### src/hdl/spm_pkg.sv
package spm_pkg;

	// ----------------------------------------------------------------
	// I/O port map
	// ----------------------------------------------------------------
	localparam logic [9:0] ADDR_BASE = 10'h3F8; // Receive/transmit or divisor low
	localparam logic [9:0] ADDR_IER  = 10'h3F9; // Interrupt enable or divisor high
	localparam logic [9:0] ADDR_LCR  = 10'h3FB;
	localparam logic [9:0] ADDR_MCR  = 10'h3FC;
	localparam logic [9:0] ADDR_LSR  = 10'h3FD;
	localparam logic [9:0] ADDR_MSR  = 10'h3FE;
	localparam logic [7:0] UNMAPPED  = 8'hFF;

	// ----------------------------------------------------------------
	// Field positions
	// ----------------------------------------------------------------
	localparam int LCR_STOP2  = 2;
	localparam int LCR_PAR_EN = 3;
	localparam int LCR_EVEN   = 4;
	localparam int LCR_STICK  = 5;
	localparam int LCR_BREAK  = 6;
	localparam int LCR_DLS    = 7; // divisor_latch_select
	localparam int MCR_DTR    = 0;
	localparam int MCR_RTS    = 1;
	localparam int MCR_AUX1   = 2; // aux_output_one
	localparam int MCR_AUX2   = 3;
	localparam int MCR_LOOP   = 4;
	localparam int IER_MODEM  = 3;
	// Modem level / change bit order: clear to send, set ready, ring, carrier
	localparam int M_CTS      = 0;
	localparam int M_DSR      = 1;
	localparam int M_RING     = 2;
	localparam int M_CARRIER  = 3;

	// ----------------------------------------------------------------
	// Reset values and timing
	// ----------------------------------------------------------------
	localparam logic [7:0]  LCR_RST      = 8'h00;
	localparam logic [4:0]  MCR_RST      = 5'h00;
	localparam logic [3:0]  IER_RST      = 4'h0;
	localparam logic [15:0] DIV_RST      = 16'h0000; // Zero halts the baud generator
	localparam int          CLK_HZ       = 32'h05F5_E100; // 100 MHz system clock
	localparam int          REF_HZ       = 32'h001C_2000; // 1.8432 MHz baud reference
	localparam logic [27:0] ACC_INC      = 28'(REF_HZ);
	localparam logic [27:0] ACC_WRAP     = 28'(CLK_HZ);
	localparam logic [3:0]  TICK_LAST    = 4'hF; // 16 divided 16x-rate ticks per bit
	localparam logic [3:0]  TICK_MID     = 4'h7;
	localparam int          TX_FIFO_DEPTH = 4;

	// ----------------------------------------------------------------
	// State machines
	// ----------------------------------------------------------------
	typedef enum logic [2:0] {
		SER_IDLE   = 3'b000,
		SER_START  = 3'b001,
		SER_DATA   = 3'b010,
		SER_PARITY = 3'b011,
		SER_STOP   = 3'b100
	} spm_ser_state_e;

endpackage

### src/hdl/spm_uart.sv
`timescale 1ns/1ps
// What this block does
// - Modem input change sets matching change flag, ring only when it drops
// - Status register read clears all change flags
// - Bit 0 flags clear-to-send change
// - Bit 1 flags set-ready change
// - Bit 2 sets only on ring falling off
// - Bit 3 flags carrier detect change
// - Any change flag raises modem interrupt
// - Bits 4-7 show inverted modem input levels
// - Loopback: bits 4-7 show modem control outputs
// - Receive buffer holds character, first bit LSB
// - Transmitter sends holding byte LSB first
// - Select low: base port is receive/transmit
// - Line control bit 7 selects divisor latches
// - Divisor low at base, high at base+1
// - Divisor 12 gives 9600 baud from reference
// - Word length bits both set: 8 bits
// - Parity bit 3 off: no parity, 4-5 ignored
// - Line control bit 6 forces break
// - Written byte goes out asynchronously
// - Interrupt enable bit 3 gates modem interrupt
// - Loopback: change flags driven by modem control

// ------------------------------------------------------------------
// Transmit FIFO
// ------------------------------------------------------------------
module spm_fifo #(
	parameter int WIDTH = 8,
	parameter int DEPTH = spm_pkg::TX_FIFO_DEPTH
) (
	// Clock and reset
	input  wire logic             sys_clk_i,
	input  wire logic             resetn_i,
	// Fill side
	input  wire logic             in_valid_i,
	input  wire logic [WIDTH-1:0] in_data_i,
	output logic                  in_ready_o,
	// Drain side
	output logic                  out_valid_o,
	output logic [WIDTH-1:0]      out_data_o,
	input  wire logic             out_ready_i
);
	localparam int          AW   = (DEPTH > 1) ? $clog2(DEPTH) : 1;
	localparam logic [AW:0] FULL = (AW+1)'(DEPTH);
	localparam logic [AW-1:0] LAST = AW'(DEPTH - 1);

	typedef struct packed {
		logic [DEPTH-1:0][WIDTH-1:0] mem;
		logic [AW-1:0]               wp;
		logic [AW-1:0]               rp;
		logic [AW:0]                 cnt;
	} spm_fifo_s;

	spm_fifo_s s_r;
	spm_fifo_s s_nxt;
	logic      push;
	logic      pop;

	// Handshakes; honest full and empty from the count
	assign in_ready_o  = (s_r.cnt != FULL);
	assign out_valid_o = (s_r.cnt != '0);
	assign out_data_o  = s_r.mem[s_r.rp];
	assign push        = in_valid_i && in_ready_o;
	assign pop         = out_valid_o && out_ready_i;

	// Pointer and count update; pointers wrap for any depth
	always_comb begin
		s_nxt = s_r;
		if (push) begin
			s_nxt.mem[s_r.wp] = in_data_i;
			s_nxt.wp          = (s_r.wp == LAST) ? '0 : s_r.wp + 1'b1;
		end
		if (pop) begin
			s_nxt.rp = (s_r.rp == LAST) ? '0 : s_r.rp + 1'b1;
		end
		if (push && !pop) begin
			s_nxt.cnt = s_r.cnt + 1'b1;
		end else if (pop && !push) begin
			s_nxt.cnt = s_r.cnt - 1'b1;
		end
	end

	// State register
	always_ff @(posedge sys_clk_i or negedge resetn_i) begin
		if (!resetn_i) begin
			s_r <= '0;
		end else begin
			s_r <= s_nxt;
		end
	end

endmodule

// ------------------------------------------------------------------
// Serial port with modem status
// ------------------------------------------------------------------
module spm_uart (
	// Clock and reset
	input  wire logic       sys_clk_i,
	input  wire logic       resetn_i,
	// CPU byte-wide I/O port
	input  wire logic [9:0] io_addr_i,
	input  wire logic       io_rd_i,
	input  wire logic       io_wr_i,
	input  wire logic [7:0] io_wdata_i,
	output logic      [7:0] io_rdata_o,
	output logic            io_rvalid_o,
	// Serial data
	input  wire logic       rxd_i,
	output logic            txd_o,
	// Modem inputs, active low
	input  wire logic       clear_to_send_n_i,
	input  wire logic       set_ready_n_i,
	input  wire logic       ring_n_i,
	input  wire logic       carrier_detect_n_i,
	// Modem outputs, active low
	output logic            request_to_send_n_o,
	output logic            terminal_ready_n_o,
	output logic            aux_output_one_n_o,
	output logic            aux_output_two_n_o,
	// Interrupt
	output logic            modem_irq_o
);
	typedef struct packed {
		logic [3:0]              msync1;
		logic [3:0]              msync2;
		logic                    rx_s1;
		logic                    rx_s2;
		logic [3:0]              mlvl;
		logic [3:0]              mdelta;
		logic [7:0]              lcr;
		logic [4:0]              modem_control;
		logic [3:0]              ier;
		logic [15:0]             div;
		logic [26:0]             acc;
		logic [15:0]             bcnt;
		logic [7:0]              receive_buffer;
		logic                    dr;
		logic                    oe;
		logic                    pe;
		logic                    fe;
		logic                    bi;
		spm_pkg::spm_ser_state_e tx_st;
		logic [3:0]              tx_cnt;
		logic [3:0]              tx_bits;
		logic [7:0]              tx_shift;
		logic                    tx_pbit;
		spm_pkg::spm_ser_state_e rx_st;
		logic [3:0]              rx_cnt;
		logic [3:0]              rx_bits;
		logic [7:0]              rx_shift;
		logic                    rx_par;
		logic                    rx_perr;
		logic [7:0]              rdata;
		logic                    rvalid;
		logic                    txd;
		logic                    irq;
		logic [3:0]              mout_n;
	} spm_uart_s;

	spm_uart_s   s_r;
	spm_uart_s   s_nxt;
	logic        f_valid;
	logic        f_ready;
	logic        f_take;
	logic [7:0]  f_data;
	logic        thr_wr;
	logic        dls;
	logic        rd_msr;
	logic [3:0]  ev;
	logic        b16;
	logic        tx_line;
	logic        rx_in;
	logic [3:0]  nbits;
	logic [7:0]  wmask;
	logic [27:0] acc_sum;

	assign dls    = s_r.lcr[spm_pkg::LCR_DLS];
	assign thr_wr = io_wr_i && (io_addr_i == spm_pkg::ADDR_BASE) && !dls;
	assign rd_msr = io_rd_i && (io_addr_i == spm_pkg::ADDR_MSR);
	assign nbits  = 4'd5 + {2'b00, s_r.lcr[1:0]};
	assign wmask  = 8'hFF >> (4'd8 - nbits);

	// ------------------------------------------------------------------
	// Transmit holding FIFO; a full FIFO drops the write and shows not-empty
	// ------------------------------------------------------------------
	spm_fifo #(
		.WIDTH (8),
		.DEPTH (spm_pkg::TX_FIFO_DEPTH)
	) u_tx_fifo (
		.sys_clk_i   (sys_clk_i),
		.resetn_i    (resetn_i),
		.in_valid_i  (thr_wr),
		.in_data_i   (io_wdata_i),
		.in_ready_o  (f_ready),
		.out_valid_o (f_valid),
		.out_data_o  (f_data),
		.out_ready_i (f_take)
	);

	// Next-state logic for the whole port
	always_comb begin
		s_nxt   = s_r;
		b16     = 1'b0;
		f_take  = 1'b0;
		acc_sum = {1'b0, s_r.acc} + spm_pkg::ACC_INC;

		// Pins pass two flops before anyone looks at them
		s_nxt.msync1 = {carrier_detect_n_i, ring_n_i, set_ready_n_i, clear_to_send_n_i};
		s_nxt.msync2 = s_r.msync1;
		s_nxt.rx_s1  = rxd_i;
		s_nxt.rx_s2  = s_r.rx_s1;

		// Modem levels: inverted pins, or control bits in loopback
		if (s_r.modem_control[spm_pkg::MCR_LOOP]) begin
			s_nxt.mlvl = {s_r.modem_control[spm_pkg::MCR_AUX2], s_r.modem_control[spm_pkg::MCR_AUX1],
				s_r.modem_control[spm_pkg::MCR_DTR], s_r.modem_control[spm_pkg::MCR_RTS]};
		end else begin
			s_nxt.mlvl = ~s_r.msync2;
		end
		// Compare to the previous level; ring counts only when it drops
		ev                  = s_nxt.mlvl ^ s_r.mlvl;
		ev[spm_pkg::M_RING] = s_r.mlvl[spm_pkg::M_RING] && !s_nxt.mlvl[spm_pkg::M_RING];
		// Read clears, a change in the same cycle still lands
		s_nxt.mdelta = (rd_msr ? 4'h0 : s_r.mdelta) | ev;

		// Reference tick from the system clock, then divisor to 16x rate
		if (acc_sum >= spm_pkg::ACC_WRAP) begin
			s_nxt.acc = 27'(acc_sum - spm_pkg::ACC_WRAP);
			if (s_r.div != 16'h0000) begin
				if (s_r.bcnt >= s_r.div - 16'h0001) begin
					s_nxt.bcnt = 16'h0000;
					b16        = 1'b1;
				end else begin
					s_nxt.bcnt = s_r.bcnt + 16'h0001;
				end
			end
		end else begin
			s_nxt.acc = acc_sum[26:0];
		end

		// CPU writes
		if (io_wr_i) begin
			case (io_addr_i)
				spm_pkg::ADDR_BASE: if (dls) begin
					s_nxt.div[7:0] = io_wdata_i;
				end
				spm_pkg::ADDR_IER: if (dls) begin
					s_nxt.div[15:8] = io_wdata_i;
				end else begin
					s_nxt.ier = io_wdata_i[3:0];
				end
				spm_pkg::ADDR_LCR: s_nxt.lcr = io_wdata_i;
				spm_pkg::ADDR_MCR: s_nxt.modem_control = io_wdata_i[4:0];
				default: ;
			endcase
		end

		// CPU reads; side effects first so hardware sets win below
		s_nxt.rvalid = io_rd_i;
		if (io_rd_i) begin
			case (io_addr_i)
				spm_pkg::ADDR_BASE: if (dls) begin
					s_nxt.rdata = s_r.div[7:0];
				end else begin
					s_nxt.rdata = s_r.receive_buffer;
					s_nxt.dr    = 1'b0;
				end
				spm_pkg::ADDR_IER: s_nxt.rdata = dls ? s_r.div[15:8] : {4'h0, s_r.ier};
				spm_pkg::ADDR_LCR: s_nxt.rdata = s_r.lcr;
				spm_pkg::ADDR_MCR: s_nxt.rdata = {3'b000, s_r.modem_control};
				spm_pkg::ADDR_LSR: begin
					s_nxt.rdata = {1'b0, !f_valid && (s_r.tx_st == spm_pkg::SER_IDLE),
						f_ready, s_r.bi, s_r.fe, s_r.pe, s_r.oe, s_r.dr};
					s_nxt.oe = 1'b0;
					s_nxt.pe = 1'b0;
					s_nxt.fe = 1'b0;
					s_nxt.bi = 1'b0;
				end
				spm_pkg::ADDR_MSR: s_nxt.rdata = {s_r.mlvl, s_r.mdelta};
				default:           s_nxt.rdata = spm_pkg::UNMAPPED;
			endcase
		end

		// Transmitter line level for the current state; mark if the code is lost
		tx_line = 1'b1;
		unique case (s_r.tx_st)
			spm_pkg::SER_IDLE:   tx_line = 1'b1;
			spm_pkg::SER_START:  tx_line = 1'b0;
			spm_pkg::SER_DATA:   tx_line = s_r.tx_shift[0];
			spm_pkg::SER_PARITY: tx_line = s_r.tx_pbit;
			spm_pkg::SER_STOP:   tx_line = 1'b1;
		endcase

		// Transmitter sequencing, 16 ticks per bit
		if (b16 && s_r.tx_st != spm_pkg::SER_IDLE) begin
			s_nxt.tx_cnt = s_r.tx_cnt + 4'h1;
		end
		unique case (s_r.tx_st)
			spm_pkg::SER_IDLE: if (f_valid) begin
				f_take         = 1'b1;
				s_nxt.tx_shift = f_data & wmask;
				s_nxt.tx_pbit  = s_r.lcr[spm_pkg::LCR_STICK] ? !s_r.lcr[spm_pkg::LCR_EVEN]
					: (^(f_data & wmask)) ^ !s_r.lcr[spm_pkg::LCR_EVEN];
				s_nxt.tx_cnt   = 4'h0;
				s_nxt.tx_bits  = 4'h0;
				s_nxt.tx_st    = spm_pkg::SER_START;
			end
			spm_pkg::SER_START: if (b16 && s_r.tx_cnt == spm_pkg::TICK_LAST) begin
				s_nxt.tx_st = spm_pkg::SER_DATA;
			end
			spm_pkg::SER_DATA: if (b16 && s_r.tx_cnt == spm_pkg::TICK_LAST) begin
				s_nxt.tx_shift = {1'b0, s_r.tx_shift[7:1]};
				s_nxt.tx_bits  = s_r.tx_bits + 4'h1;
				if (s_r.tx_bits == nbits - 4'h1) begin
					s_nxt.tx_bits = 4'h0;
					s_nxt.tx_st   = s_r.lcr[spm_pkg::LCR_PAR_EN] ? spm_pkg::SER_PARITY
						: spm_pkg::SER_STOP;
				end
			end
			spm_pkg::SER_PARITY: if (b16 && s_r.tx_cnt == spm_pkg::TICK_LAST) begin
				s_nxt.tx_st = spm_pkg::SER_STOP;
			end
			spm_pkg::SER_STOP: if (b16 && s_r.tx_cnt == spm_pkg::TICK_LAST) begin
				s_nxt.tx_bits = s_r.tx_bits + 4'h1;
				if (s_r.tx_bits == {3'b000, s_r.lcr[spm_pkg::LCR_STOP2]}) begin
					s_nxt.tx_st = spm_pkg::SER_IDLE;
				end
			end
		endcase

		// Receiver input: own transmitter in loopback
		rx_in = s_r.modem_control[spm_pkg::MCR_LOOP] ? tx_line : s_r.rx_s2;
		if (b16 && s_r.rx_st != spm_pkg::SER_IDLE) begin
			s_nxt.rx_cnt = s_r.rx_cnt + 4'h1;
		end
		unique case (s_r.rx_st)
			spm_pkg::SER_IDLE: if (!rx_in) begin
				s_nxt.rx_cnt = 4'h0;
				s_nxt.rx_st  = spm_pkg::SER_START;
			end
			// Mid-bit recheck filters glitches on the start edge
			spm_pkg::SER_START: if (b16 && s_r.rx_cnt == spm_pkg::TICK_MID) begin
				s_nxt.rx_cnt  = 4'h0;
				s_nxt.rx_bits = 4'h0;
				s_nxt.rx_par  = 1'b0;
				s_nxt.rx_perr = 1'b0;
				s_nxt.rx_st   = rx_in ? spm_pkg::SER_IDLE : spm_pkg::SER_DATA;
			end
			spm_pkg::SER_DATA: if (b16 && s_r.rx_cnt == spm_pkg::TICK_LAST) begin
				s_nxt.rx_shift = {rx_in, s_r.rx_shift[7:1]};
				s_nxt.rx_par   = s_r.rx_par ^ rx_in;
				s_nxt.rx_bits  = s_r.rx_bits + 4'h1;
				if (s_r.rx_bits == nbits - 4'h1) begin
					s_nxt.rx_st = s_r.lcr[spm_pkg::LCR_PAR_EN] ? spm_pkg::SER_PARITY
						: spm_pkg::SER_STOP;
				end
			end
			spm_pkg::SER_PARITY: if (b16 && s_r.rx_cnt == spm_pkg::TICK_LAST) begin
				s_nxt.rx_perr = rx_in != (s_r.lcr[spm_pkg::LCR_STICK]
					? !s_r.lcr[spm_pkg::LCR_EVEN] : s_r.rx_par ^ !s_r.lcr[spm_pkg::LCR_EVEN]);
				s_nxt.rx_st   = spm_pkg::SER_STOP;
			end
			spm_pkg::SER_STOP: if (b16 && s_r.rx_cnt == spm_pkg::TICK_LAST) begin
				s_nxt.receive_buffer   = s_r.rx_shift >> (4'd8 - nbits);
				s_nxt.oe    = s_nxt.oe || s_nxt.dr;
				s_nxt.dr    = 1'b1;
				s_nxt.pe    = s_nxt.pe || s_r.rx_perr;
				s_nxt.fe    = s_nxt.fe || !rx_in;
				s_nxt.bi    = s_nxt.bi || (!rx_in && s_r.rx_shift == 8'h00);
				s_nxt.rx_st = spm_pkg::SER_IDLE;
			end
		endcase

		// Registered outputs; loopback parks the line and modem outputs
		s_nxt.txd = s_r.modem_control[spm_pkg::MCR_LOOP] ? 1'b1
			: (s_r.lcr[spm_pkg::LCR_BREAK] ? 1'b0 : tx_line);
		s_nxt.mout_n = s_nxt.modem_control[spm_pkg::MCR_LOOP] ? 4'hF : ~s_nxt.modem_control[3:0];
		s_nxt.irq    = (|s_nxt.mdelta) && s_nxt.ier[spm_pkg::IER_MODEM];
	end

	// State register; modem pins idle high at reset
	always_ff @(posedge sys_clk_i or negedge resetn_i) begin
		if (!resetn_i) begin
			s_r        <= '0;
			s_r.msync1 <= 4'hF;
			s_r.msync2 <= 4'hF;
			s_r.rx_s1  <= 1'b1;
			s_r.rx_s2  <= 1'b1;
			s_r.lcr    <= spm_pkg::LCR_RST;
			s_r.modem_control    <= spm_pkg::MCR_RST;
			s_r.ier    <= spm_pkg::IER_RST;
			s_r.div    <= spm_pkg::DIV_RST;
			s_r.txd    <= 1'b1;
			s_r.mout_n <= 4'hF;
		end else begin
			s_r <= s_nxt;
		end
	end

	// Outputs straight from flops
	assign io_rdata_o          = s_r.rdata;
	assign io_rvalid_o         = s_r.rvalid;
	assign txd_o               = s_r.txd;
	assign terminal_ready_n_o  = s_r.mout_n[spm_pkg::MCR_DTR];
	assign request_to_send_n_o = s_r.mout_n[spm_pkg::MCR_RTS];
	assign aux_output_one_n_o  = s_r.mout_n[spm_pkg::MCR_AUX1];
	assign aux_output_two_n_o  = s_r.mout_n[spm_pkg::MCR_AUX2];
	assign modem_irq_o         = s_r.irq;

	// ------------------------------------------------------------------
	// Checks
	// ------------------------------------------------------------------
	property p_cts_flag;
		@(posedge sys_clk_i) disable iff (!resetn_i)
		$changed(s_r.mlvl[0]) |-> s_r.mdelta[0];
	endproperty
	a_cts_flag: assert property (p_cts_flag) else $error("cts change not flagged");

	property p_carrier_flag;
		@(posedge sys_clk_i) disable iff (!resetn_i)
		$changed(s_r.mlvl[3]) |-> s_r.mdelta[3];
	endproperty
	a_carrier_flag: assert property (p_carrier_flag) else $error("carrier change lost");

	property p_ring_fall;
		@(posedge sys_clk_i) disable iff (!resetn_i)
		$fell(s_r.mlvl[2]) |-> s_r.mdelta[2];
	endproperty
	a_ring_fall: assert property (p_ring_fall) else $error("ring trailing edge lost");

	property p_ring_rise;
		@(posedge sys_clk_i) disable iff (!resetn_i)
		$rose(s_r.mlvl[2]) |-> s_r.mdelta[2] == ($past(s_r.mdelta[2]) && !$past(rd_msr));
	endproperty
	a_ring_rise: assert property (p_ring_rise) else $error("ring leading edge flagged");

	property p_msr_clear;
		@(posedge sys_clk_i) disable iff (!resetn_i)
		(rd_msr && ev == 4'h0) |=> s_r.mdelta == 4'h0;
	endproperty
	a_msr_clear: assert property (p_msr_clear) else $error("flags kept after read");

	property p_irq;
		@(posedge sys_clk_i) disable iff (!resetn_i)
		modem_irq_o == ((|s_r.mdelta) && s_r.ier[spm_pkg::IER_MODEM]);
	endproperty
	a_irq: assert property (p_irq) else $error("modem irq mismatch");

	property p_levels;
		@(posedge sys_clk_i) disable iff (!resetn_i)
		($past(resetn_i, 3) && !$past(s_r.modem_control[spm_pkg::MCR_LOOP])) |-> s_r.mlvl ==
			~{$past(carrier_detect_n_i, 3), $past(ring_n_i, 3),
			$past(set_ready_n_i, 3), $past(clear_to_send_n_i, 3)};
	endproperty
	a_levels: assert property (p_levels) else $error("modem level wrong");

	property p_loop_levels;
		@(posedge sys_clk_i) disable iff (!resetn_i)
		$past(s_r.modem_control[spm_pkg::MCR_LOOP]) |-> s_r.mlvl ==
			{$past(s_r.modem_control[3]), $past(s_r.modem_control[2]), $past(s_r.modem_control[0]), $past(s_r.modem_control[1])};
	endproperty
	a_loop_levels: assert property (p_loop_levels) else $error("loop level wrong");

	property p_tx_bit;
		@(posedge sys_clk_i) disable iff (!resetn_i)
		(s_r.tx_st == spm_pkg::SER_DATA && !s_r.lcr[6] && !s_r.modem_control[4])
			|=> txd_o == $past(s_r.tx_shift[0]);
	endproperty
	a_tx_bit: assert property (p_tx_bit) else $error("tx data bit wrong");

	property p_break;
		@(posedge sys_clk_i) disable iff (!resetn_i)
		(s_r.lcr[spm_pkg::LCR_BREAK] && !s_r.modem_control[spm_pkg::MCR_LOOP]) |=> !txd_o;
	endproperty
	a_break: assert property (p_break) else $error("break not driven");

	property p_rbr_read;
		@(posedge sys_clk_i) disable iff (!resetn_i)
		(io_rd_i && io_addr_i == spm_pkg::ADDR_BASE && !dls)
			|=> io_rvalid_o && io_rdata_o == $past(s_r.receive_buffer);
	endproperty
	a_rbr_read: assert property (p_rbr_read) else $error("receive read wrong");

	property p_div_low;
		@(posedge sys_clk_i) disable iff (!resetn_i)
		(io_wr_i && io_addr_i == spm_pkg::ADDR_BASE && dls)
			|=> s_r.div[7:0] == $past(io_wdata_i)
			&& u_tx_fifo.s_r.cnt <= $past(u_tx_fifo.s_r.cnt);
	endproperty
	a_div_low: assert property (p_div_low) else $error("divisor low not written");

	property p_div_high;
		@(posedge sys_clk_i) disable iff (!resetn_i)
		(io_wr_i && io_addr_i == spm_pkg::ADDR_IER && dls)
			|=> s_r.div[15:8] == $past(io_wdata_i);
	endproperty
	a_div_high: assert property (p_div_high) else $error("divisor high not written");

endmodule

### config.mk
export PLATFORM = sky130hd
export DESIGN_NAME = spm_uart
export DESIGN_NICKNAME = d
export VERILOG_FILES = /design/src/hdl/spm_pkg.sv /design/src/hdl/spm_uart.sv
export SDC_FILE = /design/constraint.sdc
export NUM_CORES = 1
export LEC_CHECK = 0
export BUFFER_PORTS_ARGS = -buffer_cell sky130_fd_sc_hd__buf_2
export CORE_ASPECT_RATIO = 2
export CORE_MARGIN = 2
export CORE_UTILIZATION = 45
export CTS_CLUSTER_SIZE = 10
export DETAILED_ROUTE_END_ITERATION = 10
export GPL_TIMING_DRIVEN = 0
export PLACE_DENSITY_LB_ADDON = 0.25
export SLEW_MARGIN = 20
export SYNTH_ARGS = -nofsm -noshare
export SYNTH_HDL_FRONTEND = slang
export SYNTH_SLANG_ARGS = --single-unit
### constraint.sdc
create_clock -name sys_clk_i -period 13.15 [get_ports sys_clk_i]
set_clock_uncertainty 0.1 [all_clocks]
set_input_delay 1.315 -clock sys_clk_i [delete_from_list [all_inputs] [get_ports sys_clk_i]]
set_output_delay 1.315 -clock sys_clk_i [all_outputs]
set_load 0.01 [all_outputs]
==> impl_metrics.yaml, run 1 <==
clocking:
  cts-resized-gates: 0
  clock_h_tree_levels: 4
  cts_tree: "built"
  cts-root-to-sink-buffers: 2
  worst_setup_hold_path_clk_slew_ns: 0.07
  cts_made_buffers: 17
  cts_root_buffer: "sky130_fd_sc_hd__clkbuf_16"
  buffer_count_from_post_cts_setup_fixing: 0
  cts_num_sinks: 194
  cts_hold_buf: 0
  insertion_delay_ns: 0.45
status:
  outcome: "finished, final reports clean"
floorplanning:
  initial_utilization: 0.455
  io-pin-count: 42
  die-area_mm2: 0.0246
  rows: 79
  fp.coreArea_mm2: 0.0230
  chipHeight_um: 220
  die_w_um: 112
timing:
  max_slew_margin: 0.318
  fmax_mhz: 193
  timing.final.hold_violations: 0
  finalMaxSlewViolations: 0
  final_setup_violation_count: 0
  worstMarginPinSlew_ns: 1.02
  finalCritPeriodShare: 0.393
  grt_setup_unrepaired: "no"
  finalSetupTns_ns: 0
  post-route-min-period_ns: 5.17
drt:
  routed-via-count: 7630
  detail-route-antenna-nets: 0
  routedWlPerCell_um: 18.1
  routed_wirelength_um: 24400
  drt-pass1-iter-count: 5
  post_detailed_route_drc_marker_count: 0
  drtIter0Drc: 587
  detail_route.vias_per_cell: 5.67
synth:
  synth_enable_flop_cells: 0
  net_count_synth: 1054
  postSynth.asyncResetShare: 1.00
  yosys_register_bits: 194
  synthDominantCellAreaShare: 0.428
  post_synth_instance_area_mm2: 0.0105
  netlist-cell-type-count: 76
  synth_sequential_area_ratio: 0.465
  netlist.top_cell.by_area: "sky130_fd_sc_hd__dfrtp_1"
  most_used_flip_flop_cell_after_synthesis: "sky130_fd_sc_hd__dfrtp_1"
  synthTopCellsByArea: "sky130_fd_sc_hd__dfrtp_1 (43%), sky130_fd_sc_hd__mux2_2 (8.2%), sky130_fd_sc_hd__ha_1 (4.2%)"
  synth_cells: 991
  yosysWarningCount: 0
  synth_area_per_inst_um2: 10.6
flow_run:
  cap_viol_max_count: 0
setup_path:
  critical_path_s_top_delay_family: "compound AO/OA/AOI/OAI gates"
  cp-end-kind: "register"
  crit_path_max_fanout: 10
  rr_endpoint: "s_r[40]$_DFFE_PN0P_"
  setup.reg_to_reg.worst_slack_ns: 7.98
  critical-path-max-stage-delay_ns: 0.79
  library_cell_contributing_the_largest_single_delay_on_the_critical_path: "sky130_fd_sc_hd__a211oi_1"
  critical_path.n_buffers_inverters: 2
  worst_setup_path_start_kind: "register"
  crit_arrival_ns: 5.38
  r2r-start: "s_r[115]$_DFFE_PN0P_"
  timing.reg2reg.worst_path_depth: 16
  path_class: "reg -> reg"
  cp_data_required_time_ns: 13.36
  worstPathCellList: "nor4_1, nand2_1, nor4_1, inv_1, nor2_1, xnor2_1, ha_1, nand4_1, a2111oi_0, o31ai_1, a21o_1, a211oi_1, a21oi_1, clkbuf_1, nand2_1, o21ai_0"
global_routing:
  grt_pass1_vias: 7818
  grt-ovfl-total: 0
  grt_antenna_before_repair: 0
  pin_count_of_the_biggest_net_entering_global_routing: 101
  grt_pass1_wl_um: 40900
  track_usage: 0.210
placed_design:
  io_buffer_count: 39
  routabilityCongestion: 0.871
  hpwlAfterDp_um: 17400
power_and_ir_drop:
  total_power_mw: 1.16
  ir_drop_v: 0.0000900
  powerDensity_mw_per_mm2: 99.6
  power.static_leakage_nw: 5.28
hold_path:
  destination_of_the_worst_hold_path: "s_r[156]$_DFF_PN1_"
  hold_depth: 0
  timing.hold.worst.class: "reg -> reg"
  worst_hold_startpoint: "s_nxt[156]$_DFF_PN1_"
cells_and_area:
  antenna_cells: 0
  final_net_count: 1113
  area_growth_syn_to_layout_pct: 11.3
  final_layout_size_suffix_gt1_frac: 0.192
## power by group
part	internal [mW]	switching, mW
logic	0.00961	0.0258
clock network	0.274	0.247
registers	0.602	0.00300
total	0.886	0.275
## flip-flops by register name, summed over array words and instances, names as in the netlist
signal / cells
terminal_ready_n_o: 1
aux_output_two_n_o: 1
txd_o: 1
modem_irq_o: 1
io_rdata_o: 8
request_to_send_n_o: 1
u_tx_fifo.s_r: 39
s_r: 134
io_rvalid_o: 1
s_nxt: 5
dls: 1
aux_output_one_n_o: 1
## metal layers
| metal | vias up | global-route usage | routed length [um] |
|---|---|---|---|
| li1 | 3663 | - | - |
| met4 | 0 | 0.0683 | 459 |
| met1 | 3778 | 0.282 | 11000 |
| met5 | - | 0 | 0 |
| met2 | 161 | 0.346 | 11900 |
| met3 | 28 | 0.0358 | 989 |
## worst max-delay path by stage
stage	start	to	depth (start not counted)
global placement	resetn_i	u_tx_fifo.s_r[25]$_DFFE_PN0P_	1
global route	s_r[114]$_DFFE_PN0P_	s_r[40]$_DFFE_PN0P_	17
CTS	s_r[115]$_DFFE_PN0P_	s_r[40]$_DFFE_PN0P_	16
detailed placement	s_r[115]$_DFFE_PN0P_	s_r[40]$_DFFE_PN0P_	16
finish	s_r[115]$_DFFE_PN0P_	s_r[40]$_DFFE_PN0P_	16
floorplan	s_r[115]$_DFFE_PN0P_	s_r[46]$_DFFE_PN0P_	13
## synthesized netlist by cell type, drive strengths merged, types with 4 or more instances
| master | count |
|---|---|
| nand2b | 5 |
| mux2i | 17 |
| nor3 | 21 |
| nor2b | 17 |
| a22o | 4 |
| ha | 35 |
| a21boi | 4 |
| inv | 29 |
| buf | 15 |
| a21oi | 49 |
| or2 | 5 |
| nand2 | 112 |
| or3 | 16 |
| o21ai | 52 |
| dfstp | 15 |
| clkbuf | 29 |
| a21o | 9 |
| o31ai | 5 |
| a222oi | 4 |
| nor3b | 7 |
| a22oi | 8 |
| nor4 | 10 |
| a32o | 4 |
| nand3b | 5 |
| nand4 | 9 |
| and2 | 7 |
| nand3 | 29 |
| xor2 | 32 |
| xnor2 | 45 |
| dfrtp | 179 |
| and3 | 7 |
| mux4 | 13 |
| nor2 | 61 |
| mux2 | 78 |
| a211o | 5 |
## through the flow
step	worst slack (ns)	util	hold WS, ns	cells	instance area [um^2]
final	7.98	0.506	0.255	1346	11700
after global routing	7.37	0.506	0.260	1346	11700
after CTS	7.96	0.506	0.255	1346	11700
after detailed placement	8.00	0.480	0.247	1314	11100
after global placement	7.47	0.478	0.245	1313	11000
after floorplan	8.98	-	0.245	991	10500
## layout by cell type, fill, tap and decap left out, types with 8 or more instances in the layout
master	count
sky130_fd_sc_hd__a21o_1	9
sky130_fd_sc_hd__a21oi_1	49
sky130_fd_sc_hd__a22oi_1	8
sky130_fd_sc_hd__buf_2	41
sky130_fd_sc_hd__buf_4	10
sky130_fd_sc_hd__clkbuf_1	31
sky130_fd_sc_hd__clkbuf_16	17
sky130_fd_sc_hd__dfrtp_1	179
sky130_fd_sc_hd__dfstp_2	15
sky130_fd_sc_hd__ha_1	35
sky130_fd_sc_hd__inv_1	29
sky130_fd_sc_hd__mux2_2	76
sky130_fd_sc_hd__mux2i_1	17
sky130_fd_sc_hd__mux4_2	13
sky130_fd_sc_hd__nand2_1	112
sky130_fd_sc_hd__nand3_1	29
sky130_fd_sc_hd__nand4_1	8
sky130_fd_sc_hd__nor2_1	61
sky130_fd_sc_hd__nor2b_1	17
sky130_fd_sc_hd__nor3_1	20
sky130_fd_sc_hd__nor4_1	10
sky130_fd_sc_hd__o21ai_0	51
sky130_fd_sc_hd__or3_1	15
sky130_fd_sc_hd__xnor2_1	45
sky130_fd_sc_hd__xor2_1	32
## cells by family after synthesis
family          count (synthesis)  share of synthesized area
compound gates                180                      0.114
xor+xnor                       77                     0.0644
fa+ha+maj                      37                     0.0448
buf+inv                        73                     0.0308
flops                         194                      0.465
mux                           108                      0.128
simple gates                  322                      0.152
## layout make-up
| cell class | count | area [um^2] |
|---|---|---|
| Buffer | 44 | 214 |
| Clock buffer | 20 | 447 |
| Clock inverter | 12 | 149 |
| Fill cell | 2052 | 11400 |
| Inverter | 29 | 109 |
| Multi-Input combinational cell | 724 | 5270 |
| Sequential cell | 194 | 4870 |
| Tap cell | 283 | 354 |
| Timing Repair Buffer | 40 | 233 |
Note: power is estimated with default switching activity, not from simulation.
==> inputs of run 2 (changes only) <==
==> constraint.sdc (replaced) <==
create_clock -name sys_clk_i -period 4.41 [get_ports sys_clk_i]
set_clock_uncertainty 0.1 [all_clocks]
set_input_delay 0.441 -clock sys_clk_i [delete_from_list [all_inputs] [get_ports sys_clk_i]]
set_output_delay 0.441 -clock sys_clk_i [all_outputs]
set_load 0.01 [all_outputs]
==> run 2 against run 1 <==
Net effect: clock-buffer cell count unchanged; power increased to 3.0 times the previous value; critical endpoint is now s_r[46]$_DFFE_PN0P_; critical path depth decreased by 3; final area increased by 1.6%; sequential power increased to 3.0 times the previous value; first-iteration DRC count increased by 4.3%.
==> impl_metrics.yaml, run 2 (synthesis gave the netlist of run 1 again) <==
clocking:
  cts_num_sinks: 194
  clock_h_tree_levels: 4
  cts-root-to-sink-buffers: 2
  cts_root_buffer: "sky130_fd_sc_hd__clkbuf_16"
  cts_made_buffers: 17
  cts_tree: "built"
  worst_setup_hold_path_clk_slew_ns: 0.08
  insertion_delay_ns: 0.45
hold_path:
  timing.hold.worst.class: "in -> reg"
  worst_hold_startpoint: "io_rd_i"
  hold_depth: 1
drt:
  post_detailed_route_drc_marker_count: 0
  routed-via-count: 7706
  routed_wirelength_um: 24700
  drt-pass1-iter-count: 5
  drtIter0Drc: 612
  detail-route-antenna-nets: 0
  routedWlPerCell_um: 18.2
  detail_route.vias_per_cell: 5.69
cells_and_area:
  most_common_library_cell_in_the_layout_ignoring_fill_and_taps: "sky130_fd_sc_hd__dfrtp_1"
  antenna_cells: 0
  final_net_count: 1122
  largest_reg_flops: 134
  largest-register: "s_r"
  final_cells: 1355
  area_growth_syn_to_layout_pct: 13.0
  final_core_utilization: 0.514
  most-common-layout-cells: "sky130_fd_sc_hd__dfrtp_1 (176), sky130_fd_sc_hd__nand2_1 (111), sky130_fd_sc_hd__mux2_2 (76)"
  final_layout_size_suffix_gt1_frac: 0.207
floorplanning:
  die-area_mm2: 0.0246
  fp.coreArea_mm2: 0.0230
  chipHeight_um: 220
  initial_utilization: 0.455
  die_w_um: 112
  io-pin-count: 42
  rows: 79
setup_path:
  r2r-start: "s_r[115]$_DFFE_PN0P_"
  timing.critical_path.from: "s_r[115]$_DFFE_PN0P_"
  crit_arrival_ns: 4.49
  cp_data_required_time_ns: 4.65
  crit_path_max_fanout: 4
  timing.reg2reg.worst_path_depth: 13
  library_cell_contributing_the_largest_single_delay_on_the_critical_path: "sky130_fd_sc_hd__dfrtp_2"
  worst_setup_path_start_kind: "register"
  critical-path-max-stage-delay_ns: 0.45
  cp-end-kind: "register"
  path_class: "reg -> reg"
  worstPathCellList: "nor4_4, nand3_2, or2_4, xor2_1, ha_1, nand4_1, a2111oi_4, o31ai_2, a21o_2, a211o_1, maj3_2, or3_4, mux2_4"
power_and_ir_drop:
  powerDensity_mw_per_mm2: 293
  ir_drop_v: 0.000269
  power.static_leakage_nw: 5.34
timing:
  timing.final.hold_violations: 0
  finalCritPeriodShare: 0.962
  finalMaxSlewViolations: 0
  setup_slack_ns: 0.166
  fmax_mhz: 236
  max_slew_margin: 0.329
  post-route-min-period_ns: 4.24
  final_setup_violation_count: 0
  worstMarginPinSlew_ns: 1.00
placed_design:
  post-place-ws_ns: -0.745
  io_buffer_count: 39
  hpwlAfterDp_um: 17400
  routabilityCongestion: 0.871
  placedCellCount: 1314
global_routing:
  grt_pass1_vias: 7887
  grt-ovfl-total: 0
  pin_count_of_the_biggest_net_entering_global_routing: 101
  track_usage: 0.211
  grt_antenna_before_repair: 0
  grt_pass1_wl_um: 41100
status:
  outcome: "finished, final reports clean"
flow_run:
  cap_viol_max_count: 0
==> run 2: cell count changes in the layout (fill, tap and decap cells not counted), sizes merged <==
cell,previous run,this run
buf,55,60
clkbuf,49,47
dlygate4sd3,0,6
==> run 2: report_power, final <==
part	internal (mW)	leakage, nW	switching [mW]
Combinational	0.0321	2.56	0.0776
Sequential	1.80	2.50	0.00904
Clock	0.817	0.282	0.738
==> run 2: timing repair <==
| action | 4_1_cts | 5_1_grt |
|---|---|---|
| setup endpoints to repair | 57 | 42 |
| endpoints found under the hold margin | 91 | 0 |
| gates cloned | 0 | 0 |
| gates resized for setup | 9 | 10 |
| pin swaps | 1 | 5 |
| setup buffers | 1 | 4 |
| hold buffers | 6 | 0 |
==> run 2: worst max-delay path: cells and delay by family, from the launching register on <==
family,cells,cell delay [ns]
DFF,1,0.45
xor gates and xnor gates,1,0.15
muxes,1,0.31
and+or+nand+nor,5,1.43
AOI/OAI and AO/OA,4,1.00
adders and majority gates,2,0.70
==> run 2: stage by stage <==
stage	total power, mW	area, um^2	setup TNS, ns	hold slack (ns)
after global routing	3.59	11800	-0.00643	0.0567
after CTS	3.52	11800	0	0.0421
after global placement	1.94	11000	-78.39	0.245
final	3.47	11800	0	0.0693
after detailed placement	1.95	11100	-19.03	0.247
after floorplan	1.87	10500	0	0.0454
==> run 2: worst paths after layout <==
check / end / slack (ns)
min reg2reg: s_r[156]$_DFF_PN1_ / 0.26
max in group asynchronous: s_nxt[153]$_DFF_PN1_ / 2.73
min in group asynchronous: s_r[99]$_DFF_PN0_ / 0.48
min: io_rvalid_o$_DFF_PN0_ / 0.07
max: s_r[46]$_DFFE_PN0P_ / 0.17
max reg2reg: s_r[46]$_DFFE_PN0P_ / 0.17
==> run 2: area by class of cell <==
cell class	instances	area (um^2)
fillers	2031	11200
multi-input cells	724	5360
flip-flops and latches	194	4880
clock buffers	20	447
well taps	283	354
repair buffers	51	330
plain buffers	42	206
clock inverters	12	149
inverters	29	109
==> run 2: metal layers <==
layer	GRT usage	share of wire
met3	0.0360	0.044
met1	0.282	0.45
met5	0	0
met4	0.0687	0.022
met2	0.349	0.49
